<file path="src/inc/dcbs_consts.svh">
`ifndef DCBS_CONSTS_SVH
`define DCBS_CONSTS_SVH

// Clock and array timing, in ns, at the 100 MHz device clock
`define DCBS_TCK_NS 10
`define DCBS_TRP_NS 15
`define DCBS_TRCD_NS 15
`define DCBS_TRFC_NS 70
`define DCBS_TMRD_NS 10
`define DCBS_TREFI_NS 7800

// Least times round up, the refresh interval is a longest time and rounds down
`define DCBS_TRP_CYC ((`DCBS_TRP_NS + `DCBS_TCK_NS - 1) / `DCBS_TCK_NS)
`define DCBS_TRCD_CYC ((`DCBS_TRCD_NS + `DCBS_TCK_NS - 1) / `DCBS_TCK_NS)
`define DCBS_TRFC_CYC ((`DCBS_TRFC_NS + `DCBS_TCK_NS - 1) / `DCBS_TCK_NS)
`define DCBS_TMRD_CYC ((`DCBS_TMRD_NS + `DCBS_TCK_NS - 1) / `DCBS_TCK_NS)
`define DCBS_TREFI_CYC (`DCBS_TREFI_NS / `DCBS_TCK_NS)

// Data phase of one burst in clocks (four beats, two per clock)
`define DCBS_BURST_CYC 2

// Address fields
`define DCBS_AP_BIT 10
`define DCBS_ROW_MSB_128M 4'hb
`define DCBS_ROW_MSB_256M 4'hc
`define DCBS_ROW_MSB_1G 4'hd
`define DCBS_ROW_MASK 14'h3fff

`endif

</file>
<file path="src/inc/dcbs_pkg.sv">
package dcbs_pkg;
   typedef enum logic [3:0] {
      CMD_NOP, CMD_ACT, CMD_RD, CMD_WR, CMD_BST, CMD_PRE, CMD_REF, CMD_SREF, CMD_LMR
   } dcbs_cmd_t;
   typedef enum logic [2:0] {
      BK_IDLE, BK_ACTIVATING, BK_ACTIVE, BK_READ, BK_WRITE, BK_READ_AP, BK_WRITE_AP,
      BK_PRECHARGING
   } dcbs_bank_st_t;
   typedef enum logic [1:0] {BUR_NONE, BUR_READ, BUR_WRITE} dcbs_burst_t;
   typedef enum logic [1:0] {GL_RUN, GL_BUSY, GL_SREF} dcbs_glob_t;
   typedef logic [3:0] dcbs_tmr_t;
   typedef logic [13:0] dcbs_addr_t;
endpackage

</file>
<file path="src/inc/dcbs_bank_if.sv">
`timescale 1ns/1ns
// Command strobes from the decoder to one bank, bank state back
interface dcbs_bank_if;
   logic act;
   logic rd;
   logic wr;
   logic ap;
   logic pre;
   logic burst_end;
   dcbs_pkg::dcbs_bank_st_t state;
   modport ctl (output act, rd, wr, ap, pre, burst_end, input state);
   modport bank (input act, rd, wr, ap, pre, burst_end, output state);
endinterface

</file>
<file path="src/design/dcbs_bank.sv">
`timescale 1ns/1ns
`include "dcbs_consts.svh"
module dcbs_bank (
   input wire logic clk,
   input wire logic rst_n,
   dcbs_bank_if.bank bus
);
   dcbs_pkg::dcbs_bank_st_t st_reg, st_next;
   dcbs_pkg::dcbs_tmr_t tmr_reg, tmr_next;

   assign bus.state = st_reg;

   // Bank sequence; illegal strobes never arrive, the decoder filters them
   always_comb begin
      st_next = st_reg;
      tmr_next = (tmr_reg != 4'h0) ? tmr_reg - 4'h1 : tmr_reg;
      case (st_reg)
         dcbs_pkg::BK_IDLE: begin
            if (bus.act) begin
               st_next = dcbs_pkg::BK_ACTIVATING;
               tmr_next = dcbs_pkg::dcbs_tmr_t'(`DCBS_TRCD_CYC);
            end
         end
         dcbs_pkg::BK_ACTIVATING: begin
            if (tmr_reg == 4'h1) st_next = dcbs_pkg::BK_ACTIVE;
         end
         dcbs_pkg::BK_ACTIVE, dcbs_pkg::BK_READ, dcbs_pkg::BK_WRITE: begin
            if (bus.pre) begin
               st_next = dcbs_pkg::BK_PRECHARGING;
               tmr_next = dcbs_pkg::dcbs_tmr_t'(`DCBS_TRP_CYC);
            end else if (bus.rd) begin
               st_next = bus.ap ? dcbs_pkg::BK_READ_AP : dcbs_pkg::BK_READ;
            end else if (bus.wr) begin
               st_next = bus.ap ? dcbs_pkg::BK_WRITE_AP : dcbs_pkg::BK_WRITE;
            end else if (bus.burst_end && st_reg != dcbs_pkg::BK_ACTIVE) begin
               st_next = dcbs_pkg::BK_ACTIVE;
            end
         end
         dcbs_pkg::BK_READ_AP, dcbs_pkg::BK_WRITE_AP: begin
            // Nothing else reaches the bank until its own precharge is over
            if (bus.burst_end) begin
               st_next = dcbs_pkg::BK_PRECHARGING;
               tmr_next = dcbs_pkg::dcbs_tmr_t'(`DCBS_TRP_CYC);
            end
         end
         dcbs_pkg::BK_PRECHARGING: begin
            if (tmr_reg == 4'h1) st_next = dcbs_pkg::BK_IDLE;
         end
         default: st_next = dcbs_pkg::BK_IDLE;
      endcase
   end

   // State registers
   always_ff @(posedge clk or negedge rst_n) begin
      if (!rst_n) begin
         st_reg <= dcbs_pkg::BK_IDLE;
         tmr_reg <= 4'h0;
      end else begin
         st_reg <= st_next;
         tmr_reg <= tmr_next;
      end
   end
endmodule // dcbs_bank

</file>
<file path="src/design/dcbs_refresh_ctr.sv">
`timescale 1ns/1ns
`include "dcbs_consts.svh"
module dcbs_refresh_ctr (
   input wire logic clk,
   input wire logic rst_n,
   input wire logic step,
   input wire logic [3:0] row_msb,
   output dcbs_pkg::dcbs_addr_t row
);
   dcbs_pkg::dcbs_addr_t row_reg, row_next, mask;

   assign row = row_reg;

   // Row counter wraps at the top row of the selected density
   always_comb begin
      mask = `DCBS_ROW_MASK >> (4'hd - row_msb);
      row_next = step ? ((row_reg + 14'h0001) & mask) : row_reg;
   end

   always_ff @(posedge clk or negedge rst_n) begin
      if (!rst_n) row_reg <= 14'h0000;
      else row_reg <= row_next;
   end
endmodule // dcbs_refresh_ctr

</file>
<file path="src/design/dcbs_cmd_bank.sv">
`timescale 1ns/1ns
`include "dcbs_consts.svh"
// Functional notes
// - Deselect acts as no-operation, work continues
// - ACTIVE opens given row in given bank
// - Row address top bit follows density
// - Column access: write enable picks read/write
// - Address bit 10 selects one-shot auto precharge
// - Precharge closes one bank or all
// - Refresh pattern: clock enable picks auto/self
// - Self refresh counts rows, ignores other pins
// - Mode load picks base or extended register
// - High data mask blocks that write beat
// - Idle only after precharge time has passed
// - Activating lasts the row-to-column delay
// - Precharging bank takes no command
// - Auto-precharge access ends idle after precharge
// - Refresh blocks all commands for refresh time
// - Mode load blocks commands for set delay
// - Precharge-all blocks commands for precharge time
// - Read burst: read/precharge truncate, write waits
// - Write burst: truncation masks remaining beats
module dcbs_cmd_bank (
   input wire logic clk,
   input wire logic rst_n,
   input wire logic cke,
   input wire logic cs_n,
   input wire logic ras_n,
   input wire logic cas_n,
   input wire logic we_n,
   input wire logic [1:0] ba,
   input wire dcbs_pkg::dcbs_addr_t addr,
   input wire logic dm,
   input wire logic [7:0] dq,
   input wire logic [1:0] density,
   output dcbs_pkg::dcbs_cmd_t cmd_code,
   output logic [1:0] cmd_bank,
   output dcbs_pkg::dcbs_addr_t cmd_addr,
   output logic cmd_violation,
   output dcbs_pkg::dcbs_bank_st_t [3:0] bank_state,
   output logic mode_load,
   output logic mode_ext,
   output dcbs_pkg::dcbs_addr_t mode_opcode,
   output logic refresh_pulse,
   output dcbs_pkg::dcbs_addr_t refresh_row,
   output logic self_refresh,
   output logic wr_beat_en,
   output logic [7:0] wr_data
);
   dcbs_pkg::dcbs_cmd_t cmd;
   logic ok, viol, all_idle, all_pre_ok, bur_hit, ap, step;
   logic [3:0] sel_v, act_v, rd_v, wr_v, pre_v, end_v;
   dcbs_pkg::dcbs_burst_t bur_kind_reg, bur_kind_next;
   logic [1:0] bur_bank_reg, bur_bank_next;
   logic bur_ap_reg, bur_ap_next;
   dcbs_pkg::dcbs_tmr_t bur_cnt_reg, bur_cnt_next;
   dcbs_pkg::dcbs_glob_t glob_reg, glob_next;
   dcbs_pkg::dcbs_tmr_t gtmr_reg, gtmr_next;
   logic [9:0] tick_reg, tick_next;
   logic [3:0] row_msb_reg, row_msb_next;
   dcbs_pkg::dcbs_cmd_t cmd_code_reg, cmd_code_next;
   logic [1:0] cmd_bank_reg, cmd_bank_next;
   dcbs_pkg::dcbs_addr_t cmd_addr_reg, cmd_addr_next, mode_opcode_reg, mode_opcode_next;
   logic viol_reg, viol_next, mode_load_reg, mode_load_next, mode_ext_reg, mode_ext_next;
   logic ref_pulse_reg, ref_pulse_next, sref_reg, sref_next, wr_en_reg, wr_en_next;
   logic [7:0] wr_data_reg, wr_data_next;

   // Banks a precharge may legally reach
   function automatic logic pre_legal(input dcbs_pkg::dcbs_bank_st_t s);
      pre_legal = (s == dcbs_pkg::BK_IDLE) || (s == dcbs_pkg::BK_ACTIVE) ||
         (s == dcbs_pkg::BK_READ) || (s == dcbs_pkg::BK_WRITE);
   endfunction

   // Banks that take a column access
   function automatic logic rw_legal(input dcbs_pkg::dcbs_bank_st_t s);
      rw_legal = (s == dcbs_pkg::BK_ACTIVE) || (s == dcbs_pkg::BK_READ) ||
         (s == dcbs_pkg::BK_WRITE);
   endfunction

   // Command decode and legality check on the pins at each rising edge
   always_comb begin
      cmd = dcbs_pkg::CMD_NOP;
      if (!cs_n && glob_reg != dcbs_pkg::GL_SREF) begin
         case ({ras_n, cas_n, we_n})
            3'h3: cmd = dcbs_pkg::CMD_ACT;
            3'h5: cmd = dcbs_pkg::CMD_RD;
            3'h4: cmd = dcbs_pkg::CMD_WR;
            3'h6: cmd = dcbs_pkg::CMD_BST;
            3'h2: cmd = dcbs_pkg::CMD_PRE;
            3'h1: cmd = cke ? dcbs_pkg::CMD_REF : dcbs_pkg::CMD_SREF;
            3'h0: cmd = dcbs_pkg::CMD_LMR;
            default: cmd = dcbs_pkg::CMD_NOP;
         endcase
      end
      all_idle = 1'b1;
      all_pre_ok = 1'b1;
      for (int i = 0; i < 4; i++) begin
         all_idle = all_idle && (bank_state[i] == dcbs_pkg::BK_IDLE);
         all_pre_ok = all_pre_ok && pre_legal(bank_state[i]);
      end
      bur_hit = (bur_kind_reg != dcbs_pkg::BUR_NONE);
      case (cmd)
         dcbs_pkg::CMD_ACT: ok = (bank_state[ba] == dcbs_pkg::BK_IDLE);
         dcbs_pkg::CMD_RD: ok = rw_legal(bank_state[ba]);
         dcbs_pkg::CMD_WR: begin
            ok = rw_legal(bank_state[ba]) && (bur_kind_reg != dcbs_pkg::BUR_READ);
         end
         dcbs_pkg::CMD_BST: begin
            ok = (bur_kind_reg == dcbs_pkg::BUR_READ) && !bur_ap_reg;
         end
         dcbs_pkg::CMD_PRE: begin
            ok = addr[`DCBS_AP_BIT] ? all_pre_ok : pre_legal(bank_state[ba]);
         end
         dcbs_pkg::CMD_REF, dcbs_pkg::CMD_SREF: ok = all_idle && !bur_hit;
         dcbs_pkg::CMD_LMR: ok = all_idle && !bur_hit && !ba[1];
         default: ok = 1'b1;
      endcase
      if (glob_reg == dcbs_pkg::GL_BUSY && cmd != dcbs_pkg::CMD_NOP) begin
         ok = 1'b0;
      end
      viol = !ok;
      // A refused command sends no strobe, so no bank moves
      sel_v = 4'h1 << ba;
      act_v = (ok && cmd == dcbs_pkg::CMD_ACT) ? sel_v : 4'h0;
      rd_v = (ok && cmd == dcbs_pkg::CMD_RD) ? sel_v : 4'h0;
      wr_v = (ok && cmd == dcbs_pkg::CMD_WR) ? sel_v : 4'h0;
      ap = addr[`DCBS_AP_BIT];
      pre_v = 4'h0;
      if (ok && cmd == dcbs_pkg::CMD_PRE) begin
         pre_v = addr[`DCBS_AP_BIT] ? 4'hf : sel_v;
      end
      // A burst ends by running out, by a new access, or by burst terminate
      end_v = 4'h0;
      if (bur_hit && (bur_cnt_reg == 4'h1 || (ok && (cmd == dcbs_pkg::CMD_RD ||
          cmd == dcbs_pkg::CMD_WR || cmd == dcbs_pkg::CMD_BST)))) begin
         end_v = 4'h1 << bur_bank_reg;
      end
   end

   // Bank trackers, one per bank
   dcbs_bank_if bif [4] ();
   for (genvar gi = 0; gi < 4; gi++) begin : g_bank
      assign bif[gi].act = act_v[gi];
      assign bif[gi].rd = rd_v[gi];
      assign bif[gi].wr = wr_v[gi];
      assign bif[gi].ap = ap;
      assign bif[gi].pre = pre_v[gi];
      assign bif[gi].burst_end = end_v[gi];
      assign bank_state[gi] = bif[gi].state;
      dcbs_bank u_bank (
         .clk(clk),
         .rst_n(rst_n),
         .bus(bif[gi])
      );
   end

   // Data burst tracking; only one burst owns the data pins at a time
   always_comb begin
      bur_kind_next = bur_kind_reg;
      bur_bank_next = bur_bank_reg;
      bur_ap_next = bur_ap_reg;
      bur_cnt_next = bur_cnt_reg;
      if (ok && (cmd == dcbs_pkg::CMD_RD || cmd == dcbs_pkg::CMD_WR)) begin
         bur_kind_next = (cmd == dcbs_pkg::CMD_RD) ? dcbs_pkg::BUR_READ : dcbs_pkg::BUR_WRITE;
         bur_bank_next = ba;
         bur_ap_next = addr[`DCBS_AP_BIT];
         bur_cnt_next = dcbs_pkg::dcbs_tmr_t'(`DCBS_BURST_CYC);
      end else if (bur_hit && (bur_cnt_reg == 4'h1 || (ok && cmd == dcbs_pkg::CMD_BST) ||
                   pre_v[bur_bank_reg])) begin
         // Truncation drops the rest of a write, as if those beats were masked
         bur_kind_next = dcbs_pkg::BUR_NONE;
         bur_ap_next = 1'b0;
         bur_cnt_next = 4'h0;
      end else if (bur_hit) begin
         bur_cnt_next = bur_cnt_reg - 4'h1;
      end
   end

   always_ff @(posedge clk or negedge rst_n) begin
      if (!rst_n) begin
         bur_kind_reg <= dcbs_pkg::BUR_NONE;
         bur_bank_reg <= 2'h0;
         bur_ap_reg <= 1'b0;
         bur_cnt_reg <= 4'h0;
      end else begin
         bur_kind_reg <= bur_kind_next;
         bur_bank_reg <= bur_bank_next;
         bur_ap_reg <= bur_ap_next;
         bur_cnt_reg <= bur_cnt_next;
      end
   end

   // Device-wide waits and self refresh
   always_comb begin
      glob_next = glob_reg;
      gtmr_next = gtmr_reg;
      tick_next = tick_reg;
      step = 1'b0;
      case (density)
         2'h0: row_msb_next = `DCBS_ROW_MSB_128M;
         2'h3: row_msb_next = `DCBS_ROW_MSB_1G;
         default: row_msb_next = `DCBS_ROW_MSB_256M;
      endcase
      case (glob_reg)
         dcbs_pkg::GL_RUN: begin
            if (ok && cmd == dcbs_pkg::CMD_REF) begin
               glob_next = dcbs_pkg::GL_BUSY;
               gtmr_next = dcbs_pkg::dcbs_tmr_t'(`DCBS_TRFC_CYC);
               step = 1'b1;
            end else if (ok && cmd == dcbs_pkg::CMD_LMR) begin
               glob_next = dcbs_pkg::GL_BUSY;
               gtmr_next = dcbs_pkg::dcbs_tmr_t'(`DCBS_TMRD_CYC);
            end else if (ok && cmd == dcbs_pkg::CMD_PRE && addr[`DCBS_AP_BIT]) begin
               glob_next = dcbs_pkg::GL_BUSY;
               gtmr_next = dcbs_pkg::dcbs_tmr_t'(`DCBS_TRP_CYC);
            end else if (ok && cmd == dcbs_pkg::CMD_SREF) begin
               glob_next = dcbs_pkg::GL_SREF;
               tick_next = 10'(`DCBS_TREFI_CYC);
               step = 1'b1;
            end
         end
         dcbs_pkg::GL_BUSY: begin
            if (gtmr_reg == 4'h1) glob_next = dcbs_pkg::GL_RUN;
            else gtmr_next = gtmr_reg - 4'h1;
         end
         dcbs_pkg::GL_SREF: begin
            // Only clock enable matters here; the row counter runs by itself
            if (cke) begin
               glob_next = dcbs_pkg::GL_RUN;
            end else if (tick_reg == 10'h001) begin
               step = 1'b1;
               tick_next = 10'(`DCBS_TREFI_CYC);
            end else begin
               tick_next = tick_reg - 10'h001;
            end
         end
         default: glob_next = dcbs_pkg::GL_RUN;
      endcase
   end

   always_ff @(posedge clk or negedge rst_n) begin
      if (!rst_n) begin
         glob_reg <= dcbs_pkg::GL_RUN;
         gtmr_reg <= 4'h0;
         tick_reg <= 10'h000;
         row_msb_reg <= `DCBS_ROW_MSB_1G;
      end else begin
         glob_reg <= glob_next;
         gtmr_reg <= gtmr_next;
         tick_reg <= tick_next;
         row_msb_reg <= row_msb_next;
      end
   end

   // Internal refresh row source
   dcbs_refresh_ctr u_refresh (
      .clk(clk),
      .rst_n(rst_n),
      .step(step),
      .row_msb(row_msb_reg),
      .row(refresh_row)
   );

   // Registered command report, mode load and write data path
   always_comb begin
      cmd_code_next = cmd;
      cmd_bank_next = ba;
      cmd_addr_next = addr;
      viol_next = viol;
      mode_load_next = ok && cmd == dcbs_pkg::CMD_LMR;
      mode_ext_next = mode_load_next ? ba[0] : mode_ext_reg;
      mode_opcode_next = mode_load_next ? addr : mode_opcode_reg;
      ref_pulse_next = ok && cmd == dcbs_pkg::CMD_REF;
      sref_next = (glob_next == dcbs_pkg::GL_SREF);
      wr_en_next = (bur_kind_reg == dcbs_pkg::BUR_WRITE) && !dm;
      wr_data_next = wr_en_next ? dq : wr_data_reg;
   end

   always_ff @(posedge clk or negedge rst_n) begin
      if (!rst_n) begin
         cmd_code_reg <= dcbs_pkg::CMD_NOP;
         cmd_bank_reg <= 2'h0;
         cmd_addr_reg <= 14'h0000;
         viol_reg <= 1'b0;
         mode_load_reg <= 1'b0;
         mode_ext_reg <= 1'b0;
         mode_opcode_reg <= 14'h0000;
         ref_pulse_reg <= 1'b0;
         sref_reg <= 1'b0;
         wr_en_reg <= 1'b0;
         wr_data_reg <= 8'h00;
      end else begin
         cmd_code_reg <= cmd_code_next;
         cmd_bank_reg <= cmd_bank_next;
         cmd_addr_reg <= cmd_addr_next;
         viol_reg <= viol_next;
         mode_load_reg <= mode_load_next;
         mode_ext_reg <= mode_ext_next;
         mode_opcode_reg <= mode_opcode_next;
         ref_pulse_reg <= ref_pulse_next;
         sref_reg <= sref_next;
         wr_en_reg <= wr_en_next;
         wr_data_reg <= wr_data_next;
      end
   end

   assign cmd_code = cmd_code_reg;
   assign cmd_bank = cmd_bank_reg;
   assign cmd_addr = cmd_addr_reg;
   assign cmd_violation = viol_reg;
   assign mode_load = mode_load_reg;
   assign mode_ext = mode_ext_reg;
   assign mode_opcode = mode_opcode_reg;
   assign refresh_pulse = ref_pulse_reg;
   assign self_refresh = sref_reg;
   assign wr_beat_en = wr_en_reg;
   assign wr_data = wr_data_reg;
endmodule // dcbs_cmd_bank

</file>
<file path="config.mk">
export PLATFORM = sky130hd
export DESIGN_NAME = dcbs_cmd_bank
export DESIGN_NICKNAME = d
export VERILOG_FILES = /design/src/inc/dcbs_pkg.sv /design/src/inc/dcbs_bank_if.sv /design/src/design/dcbs_bank.sv /design/src/design/dcbs_refresh_ctr.sv /design/src/design/dcbs_cmd_bank.sv
export VERILOG_INCLUDE_DIRS = /design/src /design/src/inc
export SDC_FILE = /design/constraint.sdc
export NUM_CORES = 1
export LEC_CHECK = 0
export ABC_AREA = 1
export BUFFER_PORTS_ARGS = -buffer_cell sky130_fd_sc_hd__buf_4
export CORE_ASPECT_RATIO = 0.8
export CORE_MARGIN = 2
export CORE_UTILIZATION = 50
export CTS_CLUSTER_DIAMETER = 30
export DETAILED_ROUTE_END_ITERATION = 8
export MAX_ROUTING_LAYER = met4
export PLACE_DENSITY = 0.73
export SYNTH_ARGS = -nofsm -noshare
export SYNTH_HDL_FRONTEND = slang
export SYNTH_SLANG_ARGS = --single-unit
</file>
<file path="constraint.sdc">
create_clock -name clk -period 4.9 [get_ports clk]
set_input_delay 0 -clock clk [delete_from_list [all_inputs] [get_ports clk]]
set_output_delay 0 -clock clk [all_outputs]
set_load 0.1 [all_outputs]
</file>
# Word-level counts from Yosys, hierarchy flattened
# Index checks and enable logic that the tools add are counted.
[word_totals]
word_cells = 334
input_bits = 34
ff_bits = 119
[classes]
shift = 3
n_addsub = 9
n_mux = 109
reduce_logical = 91
bitwise_logic = 1
eq_ne = 91
order_cmp = 2
[ops]
columns = ["cell", "count"]
rows = [
  ["4-bit two-way mux", 30],
  ["3-bit two-way mux", 34],
  ["3-bit == test, second input constant", 20],
  ["10-bit two-way mux", 6],
  ["3-bit case mux with 5 select lines", 4],
  ["4-bit case mux with 3 select lines", 4],
  ["3-bit by 2-bit == test with 1-bit output, second input constant", 12],
  ["1-bit logical AND", 30],
  ["2-bit inequality test, second input constant", 15],
  ["4-bit by 1-bit == test with 1-bit output, second input constant", 7],
  ["4-bit case mux with 7 select lines", 1],
  ["4-bit by 1-bit subtractor with 4-bit output, second input constant", 6],
  ["1-bit logical OR", 22],
  ["2-bit two-way mux", 10],
  ["5-bit by 4-bit inequality test with 1-bit output, second input constant", 4],
  ["10-bit case mux with 2 select lines", 1],
  ["5-bit AND reduction", 4],
  ["4-bit nonzero test", 5],
  ["3-bit logical NOT", 6],
  ["2-bit by 1-bit inequality test with 1-bit output, second input constant", 9],
  ["4-bit by 3-bit == test with 1-bit output, second input constant", 4],
  ["3-bit by 1-bit == test with 1-bit output, second input constant", 5],
  ["14-bit by 1-bit adder with 14-bit output, second input constant", 1],
  ["14-bit AND", 1],
  ["28 further kinds", 65],
]

# Logic depth before layout (Yosys ltp)
# Gate-level depths: netlist (run 1).
[depth]
depth_word = 20
ltp_mapped = 22

# Hierarchy
# Synthesis (run 1) repeated with hierarchy kept, for this count alone.
[hier_totals]
hier_cells = 991
hier_area_um2 = 7179.4
[by_module_without_submodules]
columns = ["module", "area_each_um2", "n_inst", "seq_area_each_um2", "cells_per_inst"]
rows = [
  ["dcbs_cmd_bank", 3811.2, 1, 1904.3, 481],
  ["dcbs_bank", 604.3, 4, 175.2, 92],
  ["dcbs_refresh_ctr", 950.9, 1, 350.3, 142],
]

# Worst setup path before layout (run 1)
# OpenSTA, ideal clock, no wires.
[synth_path]
path_type = "flip-flop to flip-flop"
start = "reg g_bank[1].u_bank.st_reg[1]"
end = "reg g_bank[0].u_bank.st_reg[0]"
t_arrival_ns = 2.606
path_buffers = 1
synth_period_minus_slack_ns = 2.728
slack_ns = 2.172
setup_time_ns = 0.123
stages_incl_launch_ff = 19
cell_sequence = "dfrtp_1 > nand2_1 > nand2_1 > nand2_1 > nor2_1 > nor2_1 > nor2_1 > nand2_1 > nand2_1 > inv_2 > nand2_4 > buf_6 > nand3_2 > nand2_4 > nand3_4 > o21ai_2 > nand2_1 > nand2_1 > nand2_1"
[synth_between]
elab_chain_cells = 17
[synth_rtl]
columns = ["element", "line", "source"]
rows = [
  ["start, declared", "dcbs_bank.sv:8", "dcbs_pkg::dcbs_bank_st_t st_reg, st_next;"],
  ["start signal, assigned", "dcbs_bank.sv:56", "st_reg <= dcbs_pkg::BK_IDLE;"],
  ["start signal, assigned", "dcbs_bank.sv:59", "st_reg <= st_next;"],
  ["parallel branches: the longest is 8 deep, another holds 3-bit binary-select mux with 2-bit select", "n/a", ""],
  ["1-bit case mux with 7 select lines *", "dcbs_cmd_bank.sv:102", "case (cmd)"],
  ["1-bit two-way mux *", "dcbs_cmd_bank.sv:118", "if (glob_reg == dcbs_pkg::GL_BUSY && cmd != dcbs_pkg::CMD_NOP) begin"],
  ["1-bit logical AND", "dcbs_cmd_bank.sv:134", "if (bur_hit && (bur_cnt_reg == 4'h1 || (ok && (cmd == dcbs_pkg::CMD_RD ||"],
  ["1-bit logical OR", "dcbs_cmd_bank.sv:134", ""],
  ["1-bit logical AND", "dcbs_cmd_bank.sv:134", ""],
  ["4-bit two-way mux", "dcbs_cmd_bank.sv:134", ""],
  ["1-bit logical AND", "dcbs_bank.sv:35", "end else if (bus.burst_end && st_reg != dcbs_pkg::BK_ACTIVE) begin"],
  ["5-bit by 4-bit inequality test with 1-bit output (no line)", "n/a", ""],
  ["5-bit AND reduction (no line)", "n/a", ""],
  ["end signal, assigned", "dcbs_bank.sv:56", ""],
  ["end signal, assigned", "dcbs_bank.sv:59", ""],
  ["end, declared", "dcbs_bank.sv:8", ""],
]
# Mark *: on every way between the ends. The select of a mux whose other input is x is not followed.
# A chain may end at the register's enable or synchronous reset.

# Worst setup path after layout (run 1)
[layout_path]
start = "in cas_n"
end = "reg gtmr_reg[1]"
[layout_between]
elab_chain_cells = 11
[layout_rtl]
columns = ["element", "line", "source"]
rows = [
  ["start, declared", "dcbs_cmd_bank.sv:29", "input wire logic cas_n,"],
  ["3-bit by 1-bit == test with 1-bit output (tied with other cells)", "dcbs_cmd_bank.sv:84", "case ({ras_n, cas_n, we_n})"],
  ["4-bit case mux with 7 select lines *", "dcbs_cmd_bank.sv:84", ""],
  ["4-bit two-way mux *", "dcbs_cmd_bank.sv:83", "if (!cs_n && glob_reg != dcbs_pkg::GL_SREF) begin"],
  ["named net cmd[2]", "dcbs_cmd_bank.sv:50", "dcbs_pkg::dcbs_cmd_t cmd;"],
  ["4-bit by 3-bit == test with 1-bit output (on tied branches)", "dcbs_cmd_bank.sv:102, dcbs_cmd_bank.sv:206", ""],
  ["2-bit OR reduction", "dcbs_cmd_bank.sv:102", ""],
  ["1-bit case mux with 7 select lines", "dcbs_cmd_bank.sv:102", ""],
  ["1-bit two-way mux", "dcbs_cmd_bank.sv:118", ""],
  ["1-bit logical AND (on tied branches)", "dcbs_cmd_bank.sv:210, dcbs_cmd_bank.sv:213", ""],
  ["4-bit two-way mux or 1-bit logical AND (tied branches)", "dcbs_cmd_bank.sv:210, dcbs_cmd_bank.sv:213", ""],
  ["4-bit two-way mux or 4-bit inequality test (tied branches)", "n/a", ""],
  ["4-bit case mux with 2 select lines or 3-bit AND reduction (tied branches)", "n/a", ""],
  ["end signal, assigned", "dcbs_cmd_bank.sv:249", "gtmr_reg <= gtmr_next;"],
  ["end, declared", "dcbs_cmd_bank.sv:58", "dcbs_pkg::dcbs_tmr_t gtmr_reg, gtmr_next;"],
]
# The timed path passes the listed nets; every way through them passes the cells marked *.

==> results of run 1 <==
[cell usage in the layout, fill, tap and decap left out, types with 8 or more instances in the layout]
cell             n
nand2_1        309
nor2_2           8
buf_4          109
ha_1            24
dlygate4sd3_1   37
a21oi_1         26
clkbuf_16       17
nor2_1          72
dfrtp_1        116
o21ai_0         27
nand4_1         15
xor2_1          16
nand3_1         84
mux2_2          13
o21ai_1         11
inv_1          102
nor3_1          14
inv_2            9
[report_power, final]
part           switching (µW)  internal, µW
clock                     424           926
sequential                232          1270
combinational            2200           793
total                    2860          2990
[layout make-up]
| class | count | area (µm²) | share of cell area [%] |
|---|---|---|---|
| flip-flops and latches | 118 | 2960 | 32.8 |
| repair buffers | 146 | 1190 | 13.2 |
| clock buffers | 23 | 468 | 5.20 |
| inverters | 114 | 430 | 4.78 |
| well taps | 180 | 225 | 2.50 |
| clock inverters | 9 | 173 | 1.92 |
| multi-input cells | 683 | 3560 | 39.6 |
[layer usage]
| layer | wire length (µm) | vias up | GRT usage, % | share of wire [%] |
|---|---|---|---|---|
| li1 | - | 3276 | - | - |
| met1 | 8150 | 2983 | 35.6 | 48 |
| met2 | 7210 | 266 | 35.3 | 42 |
| met3 | 1460 | 25 | 5.85 | 8.5 |
| met4 | 257 | 0 | 7.51 | 1.5 |
| met5 | 0 | - | - | 0 |
[through the flow]
step	hold slack (ns)	instances	util [%]	area [µm²]
2_1_floorplan	-0.296	926	-	7020
3_3_place_gp	0.117	1204	58.6	7990
3_5_place_dp	0.118	1204	58.6	7990
4_1_cts	0.0763	1273	66.0	9000
5_1_grt	0.108	1273	66.0	9000
6_report	0.0821	1273	66.0	9000
[worst paths after layout]
check                                    to         from  slack (ns)  cells past startpoint
setup / recovery                gtmr_reg[1]        cas_n        1.72                     20
hold / removal                 self_refresh          cke        0.08                      4
setup reg to reg           u_refresh.row[4]  tick_reg[1]        1.84                      8
hold reg to reg                  wr_data[7]   wr_data[7]        0.47                      2
max in group asynchronous       gtmr_reg[1]        rst_n        3.51                      3
min in group asynchronous        wr_data[6]        rst_n        0.25                      2
[logic make-up (layout without fill, tap and decap cells)]
kind of cell / count (synthesis) / count (layout) / share of synthesized area, %
simple gates: 546 / 546 / 35.5
buf+inv: 125 / 292 / 7.11
flops: 118 / 118 / 42.1
compound gates: 79 / 79 / 6.31
fa+ha+maj: 24 / 24 / 4.28
xor+xnor: 21 / 21 / 2.62
mux: 13 / 13 / 2.09
[critical path, delay by kind of cell]
| kind | cells | cell delay [ns] |
|---|---|---|
| AOI/OAI and AO/OA | 3 | 0.43 |
| buffers and inverters | 5 | 1.42 |
| and+or+nand+nor | 12 | 1.64 |
[timing repair]
item / 4_1_cts / 5_1_grt
hold endpoints to repair: 115 / 0
hold buffers: 37 / 0
setup endpoints to repair: 0 / 0
==> results.yml, run 1 <==
placed_design:
  io_buffers: 107
  place_congestion: 0.985
  place_hpwl_um: 12300
  dp_slack_ns: 1.89
timing:
  tns_ns: 0
  rsz0062_at_grt: "false"
  final-max-slew-violation-count: 0
  min_period_over_period_pct: 64.8
  tightest_slew_ns: 1.12
  final_hold_viol_count: 0
  clock-skew-final_ns: 0.00685
  setup_slack_ns: 1.72
  max_freq_ghz: 0.315
  setup_viol: 0
  fin_crit_ns: 3.18
  maxSlewHeadroom_pct: 24.7
synthesis:
  synth_cell_type_count: 47
  ys_seq_elements: 118
  synth_edf_count: 0
  synth_most_common_cell: "nand2_1"
  synth_area_um2: 7020
  synth.net_count: 984
  synth_top_area_cell: "dfrtp_1"
  ys_warn_count: 0
  synthCells: 926
  seq_area_frac_synth_pct: 42.1
  async_flop_share_pct: 100
  yosys-top-cells-area: "dfrtp_1 41%, nand2_1 17%, nand3_1 6.0%, inv_1 5.5%, ha_1 4.3%"
  syn_avg_cell_area_um2: 7.58
  ys.flop_type: "dfrtp_1"
  yosysTopAreaCellShare_pct: 41.4
  synth_common_cells: "309 x nand2_1, 116 x dfrtp_1, 102 x inv_1"
global_route:
  antenna_found_initial: 0
  grt_overflow_total: 0
  grt_max_degree: 73
  grt_usage_pct: 24.9
  grt_pass1_vias: 6007
  grt_pass1_wl_um: 28600
floorplan:
  dieArea_um2: 15000
  rows: 38
  die_h_um: 110
  coreArea_um2: 13600
  start_util_pct: 51.4
  io_pins: 108
  die_width_um: 136
routing:
  first_iter_violations: 478
  drc: 0
  wl_per_cell_um: 13.4
  vias: 6550
  first_pass_iters: 6
  routed_wl_um: 17100
  ant_nets: 0
  via_per_inst: 5.15
clock_tree:
  clk_latency_ns: 0.41
  numCtsBuffers: 17
  tritoncts: "yes"
  cts_setup_buffers: 0
  cts_root_buf: "clkbuf_16"
  path_clk_slew_ns: 0.05
  clockBufferDepth: 2
  cts.sinks: 118
  htree_num_levels: 4
  post_cts_resized: 0
critical_path:
  end_kind: "flop"
  cpMostUsedCell: "nand2_1"
  setup.worst_path.class: "input pin to flop"
  critPathSlowestCell: "dlygate4sd3_1"
  crit_fanout: 19
  critPathMaxStageDelay_ns: 0.59
  cp_data_required_time_ns: 5.24
  cp.arrival_ns: 3.51
  start_kind: "input pin"
  cp_cell_sequence: "dlygate4sd3_1 > buf_4 > inv_1 > nand3_1 > dlygate4sd3_1 > a21oi_2 > nand3_1 > nor2_1 > nand2_1 > nand2_1 > inv_2 > nand2_4 > nand2_4 > nor2_4 > nor2_1 > o21ai_1 > nand2_1 > nand2_2 > nand2_1 > o21ai_1"
min_path:
  holdCritPathClass: "input pin to flop"
cells_and_area:
  drive_above_1_share_pct: 18.8
  fill_cells: 1145
  syn_to_final_growth_pct: 28.3
  nNetsFinal: 1138
  largest_reg_flops: 16
  antennaDiodeCount: 0
job:
  cap_violations: 0
run_status:
  status: "finished clean"
power:
  peakVddDrop_mv: 0.460
  power.density_nw_per_um2: 649
  p_leak_uw: 0.00470
  p_total_uw: 5850
Power figures use the tool's default switching activity.
==> inputs of run 2 (changes only) <==
Clock period 4.9 ns to 3.3 ns, I/O delays scaled along.
==> run 2 against run 1 <==
Flip-flop and latch count is the same. Sequential power up 49%. Critical path depth rose by 1. Utilization shrank 0.14 points. Critical endpoint is now g_bank[1].u_bank.bus.state[1]. Cell area down 0.21%. Global-route usage is 0.23 points higher. Setup slack got worse by 1.4 ns. Die area did not move.
==> results.yml, run 2 (same netlist as run 1, synthesis figures left out) <==
timing:
  rsz0062_at_grt: "false"
  final_hold_viol_count: 0
  min_period_over_period_pct: 91.5
  tightest_slew_ns: 0.901
  tns_ns: 0
  setup_viol: 0
  max_freq_ghz: 0.331
  maxSlewHeadroom_pct: 39.9
  fin_crit_ns: 3.02
  final-max-slew-violation-count: 0
  clock-skew-final_ns: 0.00678
routing:
  routed_wl_um: 17300
  ant_nets: 0
  wl_per_cell_um: 13.5
  via_per_inst: 5.10
  first_iter_violations: 454
  first_pass_iters: 5
  drc: 0
  vias: 6514
critical_path:
  cpMostUsedCell: "nand2_1"
  crit_end: "g_bank[1].u_bank.bus.state[1]"
  rr_startpoint: "glob_reg[0]"
  cp.arrival_ns: 3.33
  cp_top_family: "simple AND/OR/NAND/NOR gates"
  startpoint: "cas_n"
  r2r_slack_ns: 0.45
  cp.depth: 21
  worst-path-buf-inv: 5
  critPathMaxStageDelay_ns: 0.62
  setup.worst_path.class: "input pin to flop"
  critPathSlowestCell: "dlygate4sd3_1"
  cp_data_required_time_ns: 3.61
  end_kind: "flop"
  r2r_cells: 17
  r2r-end: "u_refresh.row[2]"
  start_kind: "input pin"
  cp_cell_sequence: "dlygate4sd3_1 > buf_4 > inv_1 > nand3_1 > dlygate4sd3_1 > a21oi_4 > nand3_1 > nor2_1 > nand2_1 > nand2_1 > inv_2 > nand2_4 > nand2_4 > nor2_2 > nand2_1 > nand2_1 > nand2_1 > a21oi_2 > nand2_1 > nand2_1 > nand2_1"
  crit_fanout: 11
power:
  p_leak_uw: 0.00468
  power.density_nw_per_um2: 942
  peakVddDrop_mv: 0.753
cells_and_area:
  stdcell_area_um2: 8990
  mostFrequentLayoutCell: "nand2_1"
  antennaDiodeCount: 0
  syn_to_final_growth_pct: 28.0
  drive_above_1_share_pct: 19.4
  final_cell_mix: "309 x nand2_1, 116 x dfrtp_1, 112 x buf_4, 102 x inv_1, 84 x nand3_1"
  largest_reg_flops: 16
  nNetsFinal: 1142
clock_tree:
  clk_latency_ns: 0.42
  tritoncts: "yes"
  cts_setup_buffers: 0
  clockBufferDepth: 2
  htree_num_levels: 4
  cts.sinks: 118
  path_clk_slew_ns: 0.06
  cts_root_buf: "clkbuf_16"
  numCtsBuffers: 17
floorplan:
  io_pins: 108
  coreArea_um2: 13600
  start_util_pct: 51.4
  die_width_um: 136
  rows: 38
  die_h_um: 110
  dieArea_um2: 15000
min_path:
  holdCritPathClass: "input pin to flop"
placed_design:
  place_congestion: 1.01
  place_hpwl_um: 12500
  detailed_place.area_um2: 8020
  io_buffers: 107
global_route:
  grt_pass1_wl_um: 28900
  grt_usage_pct: 25.2
  grt_overflow_total: 0
  grt_pass1_vias: 6155
  antenna_found_initial: 0
  grt_max_degree: 73
run_status:
  status: "finished clean"
job:
  cap_violations: 0
-- run 2: cell types whose count changed in the layout (fill, tap and decap cells not counted), moves of 2 or more --
cell and change:
clkbuf_1 -3, clkinvlp_4 +3, bufinv_16 -3, buf_4 +3, clkinv_4 +2, clkinv_2 +2
-- run 2: worst min path at each step --
stage / start / end / slack [ns] / depth (start not counted)
after floorplan: rst_n / bur_ap_reg / -0.30 / 0
after global placement: addr[8] / cmd_addr[8] / 0.12 / 1
after detailed placement: addr[4] / cmd_addr[4] / 0.12 / 1
after CTS: cke / self_refresh / 0.06 / 4
after global routing: cke / self_refresh / 0.07 / 4
final: cke / self_refresh / 0.08 / 4
-- run 2: timing repair --
item,in CTS,in global routing
gates resized for setup,0,3
hold buffers,37,0
hold endpoints to repair,114,0
setup endpoints to repair,0,22
-- run 2: worst min-delay path, cell delays in order --
cell     delay, ns
buf_4         0.10
inv_1         0.05
nand2_1       0.21
nand2_1       0.09
-- run 2: layout make-up --
cell class / instances / area (µm²)
timing repair buffer: 150 / 1220
clock buffer: 19 / 443
sequential: 118 / 2960
multi-input combinational: 683 / 3580
tap: 180 / 225
clock inverter: 13 / 133
inverter: 114 / 430
fill: 1143 / 4660
-- run 2: metal layers --
metal | routed length [µm] | global-route usage (%)
met5 | 0 | -
met4 | 335 | 9.15
met3 | 1160 | 5.94
met2 | 7360 | 35.2
met1 | 8450 | 35.6
-- run 2: per-stage QoR --
stage               util (%)  setup slack [ns]  total power, µW  hold WS, ns  instances
finish                  65.9             0.280             8460       0.0754       1277
global placement        58.8             0.504             6580        0.117       1208
global route            65.9           0.00314             9070       0.0723       1277
CTS                     65.7             0.283             8490       0.0560       1277
floorplan                  -             0.572             5680       -0.296        926
detailed placement      58.8             0.401             6620        0.118       1208
-- run 2: where the power goes --
| group | leakage (µW) | switching (µW) | internal (µW) |
|---|---|---|---|
| Sequential | 0.00147 | 349 | 1880 |
| Combinational | 0.00294 | 3250 | 1180 |
| Clock | 0.000275 | 678 | 1120 |
| Total | 0.00468 | 4270 | 4190 |
==> inputs of run 3 (changes only) <==
Settings changed: ABC_AREA 1 to 0, ABC_CLOCK_PERIOD_IN_PS set to 3300.
==> run 3 against run 2 <==
Routed wire length up 9.2%. Setup slack worse by 0.13 ns. Final cell count down 10%. Hold slack better by 0.067 ns. Fmax down 4.0%. Non-clock buffer count up 19. Largest cell class unchanged. Largest power group unchanged. Highest routed layer unchanged.
==> results.yml, run 3 <==
run_status:
  status: "finished clean"
min_path:
  holdCritPathClass: "input pin to asynchronous set/reset pin"
synthesis:
  synth_most_common_cell: "dfrtp_1"
  synth_area_um2: 6970
  ys.flop_type: "dfrtp_1"
  synth_edf_count: 0
  yosys-top-cells-area: "dfrtp_1 42%, nand2_1 6.2%, ha_1 4.3%, o21ai_0 4.1%, nor2_1 3.9%"
  synthCells: 801
  seq_area_frac_synth_pct: 42.4
  ys_warn_count: 0
  synth.net_count: 859
  async_flop_share_pct: 100
  synth_top_area_cell: "dfrtp_1"
  syn_avg_cell_area_um2: 8.70
  synth_common_cells: "116 x dfrtp_1, 115 x nand2_1, 73 x nor2_1"
  synth_cell_type_count: 80
  ys_seq_elements: 118
  yosysTopAreaCellShare_pct: 41.7
floorplan:
  die_width_um: 136
  coreArea_um2: 13600
  start_util_pct: 51.2
  die_h_um: 110
  dieArea_um2: 14900
  rows: 38
  io_pins: 108
timing:
  fin_crit_ns: 3.15
  max_freq_ghz: 0.318
  maxSlewHeadroom_pct: 54.9
  min_period_over_period_pct: 95.4
  tightest_slew_ns: 0.659
  clock-skew-final_ns: 0.0106
  rsz0062_at_grt: "false"
  setup_viol: 0
  final-max-slew-violation-count: 0
  tns_ns: 0
  final_hold_viol_count: 0
power:
  p_leak_uw: 0.00410
  peakVddDrop_mv: 0.816
  p_total_uw: 8630
  power.density_nw_per_um2: 955
routing:
  via_per_inst: 5.82
  wl_per_cell_um: 16.4
  first_pass_iters: 5
  ant_nets: 0
  routed_wl_um: 18900
  drc: 0
  first_iter_violations: 617
  vias: 6677
placed_design:
  place_hpwl_um: 13100
  detailed_place.area_um2: 8070
  place_congestion: 0.964
  io_buffers: 107
  place_inst: 1081
clock_tree:
  htree_num_levels: 4
  clockBufferDepth: 2
  numCtsBuffers: 17
  clk_latency_ns: 0.42
  tritoncts: "yes"
  cts.sinks: 118
  cts_root_buf: "clkbuf_16"
  path_clk_slew_ns: 0.07
cells_and_area:
  finalNonFillerCells: 1148
  drive_above_1_share_pct: 22.1
  mostFrequentLayoutCell: "buf_4"
  final_cell_mix: "132 x buf_4, 115 x nand2_1, 109 x dfrtp_1, 73 x nor2_1, 57 x o21ai_0"
  nNetsFinal: 1013
  stdcell_area_um2: 9040
  antennaDiodeCount: 0
  largest_reg_flops: 16
  syn_to_final_growth_pct: 29.8
critical_path:
  startpoint: "g_bank[1].u_bank.bus.state[1]"
  start_kind: "flop"
  crit_fanout: 14
  cp_top_family: "simple AND/OR/NAND/NOR gates"
  setup.worst_path.class: "flop to flop"
  critPathMaxStageDelay_ns: 0.52
  critPathSlowestCell: "nor4b_1"
  cp.arrival_ns: 3.46
  cp_cell_sequence: "buf_4 > and2_1 > nor4b_1 > and4_1 > or4_4 > nor3_4 > or4_1 > a221oi_1 > or3_1 > a21oi_1"
  worst-path-buf-inv: 1
  cp_data_required_time_ns: 3.61
  rr_startpoint: "g_bank[1].u_bank.bus.state[1]"
  end_kind: "flop"
global_route:
  grt_max_degree: 71
  grt_pass1_wl_um: 31500
  grt_overflow_total: 0
  grt_pass1_vias: 6323
  antenna_found_initial: 0
  grt_usage_pct: 27.4
job:
  cap_violations: 0
## run 3: metrics by stage
stage	hold slack, ns	util [%]	setup slack (ns)
2_1_floorplan	-0.296	-	0.00734
3_3_place_gp	0.0643	59.3	0.288
3_5_place_dp	0.0725	59.3	0.212
4_1_cts	0.151	66.3	0.186
5_1_grt	0.177	66.5	0.0200
6_report	0.143	66.5	0.153
## run 3: routing by layer
layer | global-route usage [%] | wire, µm
met4 | 8.48 | 278
met5 | - | 0
met1 | 38.2 | 8950
met3 | 4.93 | 1230
met2 | 41.2 | 8420
## run 3: power breakdown
| part | internal (µW) | switching (µW) | total [µW] |
|---|---|---|---|
| Sequential | 1880 | 361 | 2240 |
| Clock | 1030 | 832 | 1860 |
| Combinational | 1380 | 3150 | 4530 |
| Total | 4290 | 4350 | 8630 |
## run 3: cell type report
cell class | count | area, µm²
Clock inverter | 15 | 174
Tap cell | 180 | 225
Timing Repair Buffer | 169 | 1380
Inverter | 40 | 154
Fill cell | 1119 | 4560
Clock buffer | 17 | 425
Sequential cell | 118 | 2960
Multi-Input combinational cell | 609 | 3720
## run 3: what timing repair did
action                                  in CTS  in global routing
buffers inserted                             0                  0
endpoints found under the setup margin       0                 14
endpoints found under the hold margin       93                  0
hold buffers                                35                  0
gates resized for setup                      0                  6
## run 3: cell families (layout without fill, tap and decap cells)
logic type	Yosys count	after routing	share of synthesized area (%)
AOI/OAI and AO/OA	211	211	19.8
adders and majority gates	24	24	4.31
xor gates and xnor gates	7	7	0.880
buffers and inverters	74	241	4.49
and+or+nand+nor	353	353	25.3
DFF	118	118	42.4
muxes	14	14	2.77
## run 3: worst register-to-register path, cell delays in order (launching register included)
cell	delay, ns
dfrtp_2	0.40
buf_4	0.18
and2_1	0.18
nor4b_1	0.52
and4_1	0.31
or4_4	0.23
nor3_4	0.08
or4_1	0.50
a221oi_1	0.36
or3_1	0.22
a21oi_1	0.06
## run 3: worst paths after layout
path,endpoint,slack [ns],cells after the start
setup / recovery,g_bank[3].u_bank.tmr_reg[2],0.15,10
hold / removal,g_bank[0].u_bank.tmr_reg[1],0.14,2
setup reg to reg,g_bank[3].u_bank.tmr_reg[2],0.15,10
hold reg to reg,mode_opcode[12],0.48,2
max in group asynchronous,wr_data[7],2.37,3
min in group clk,self_refresh,0.16,5
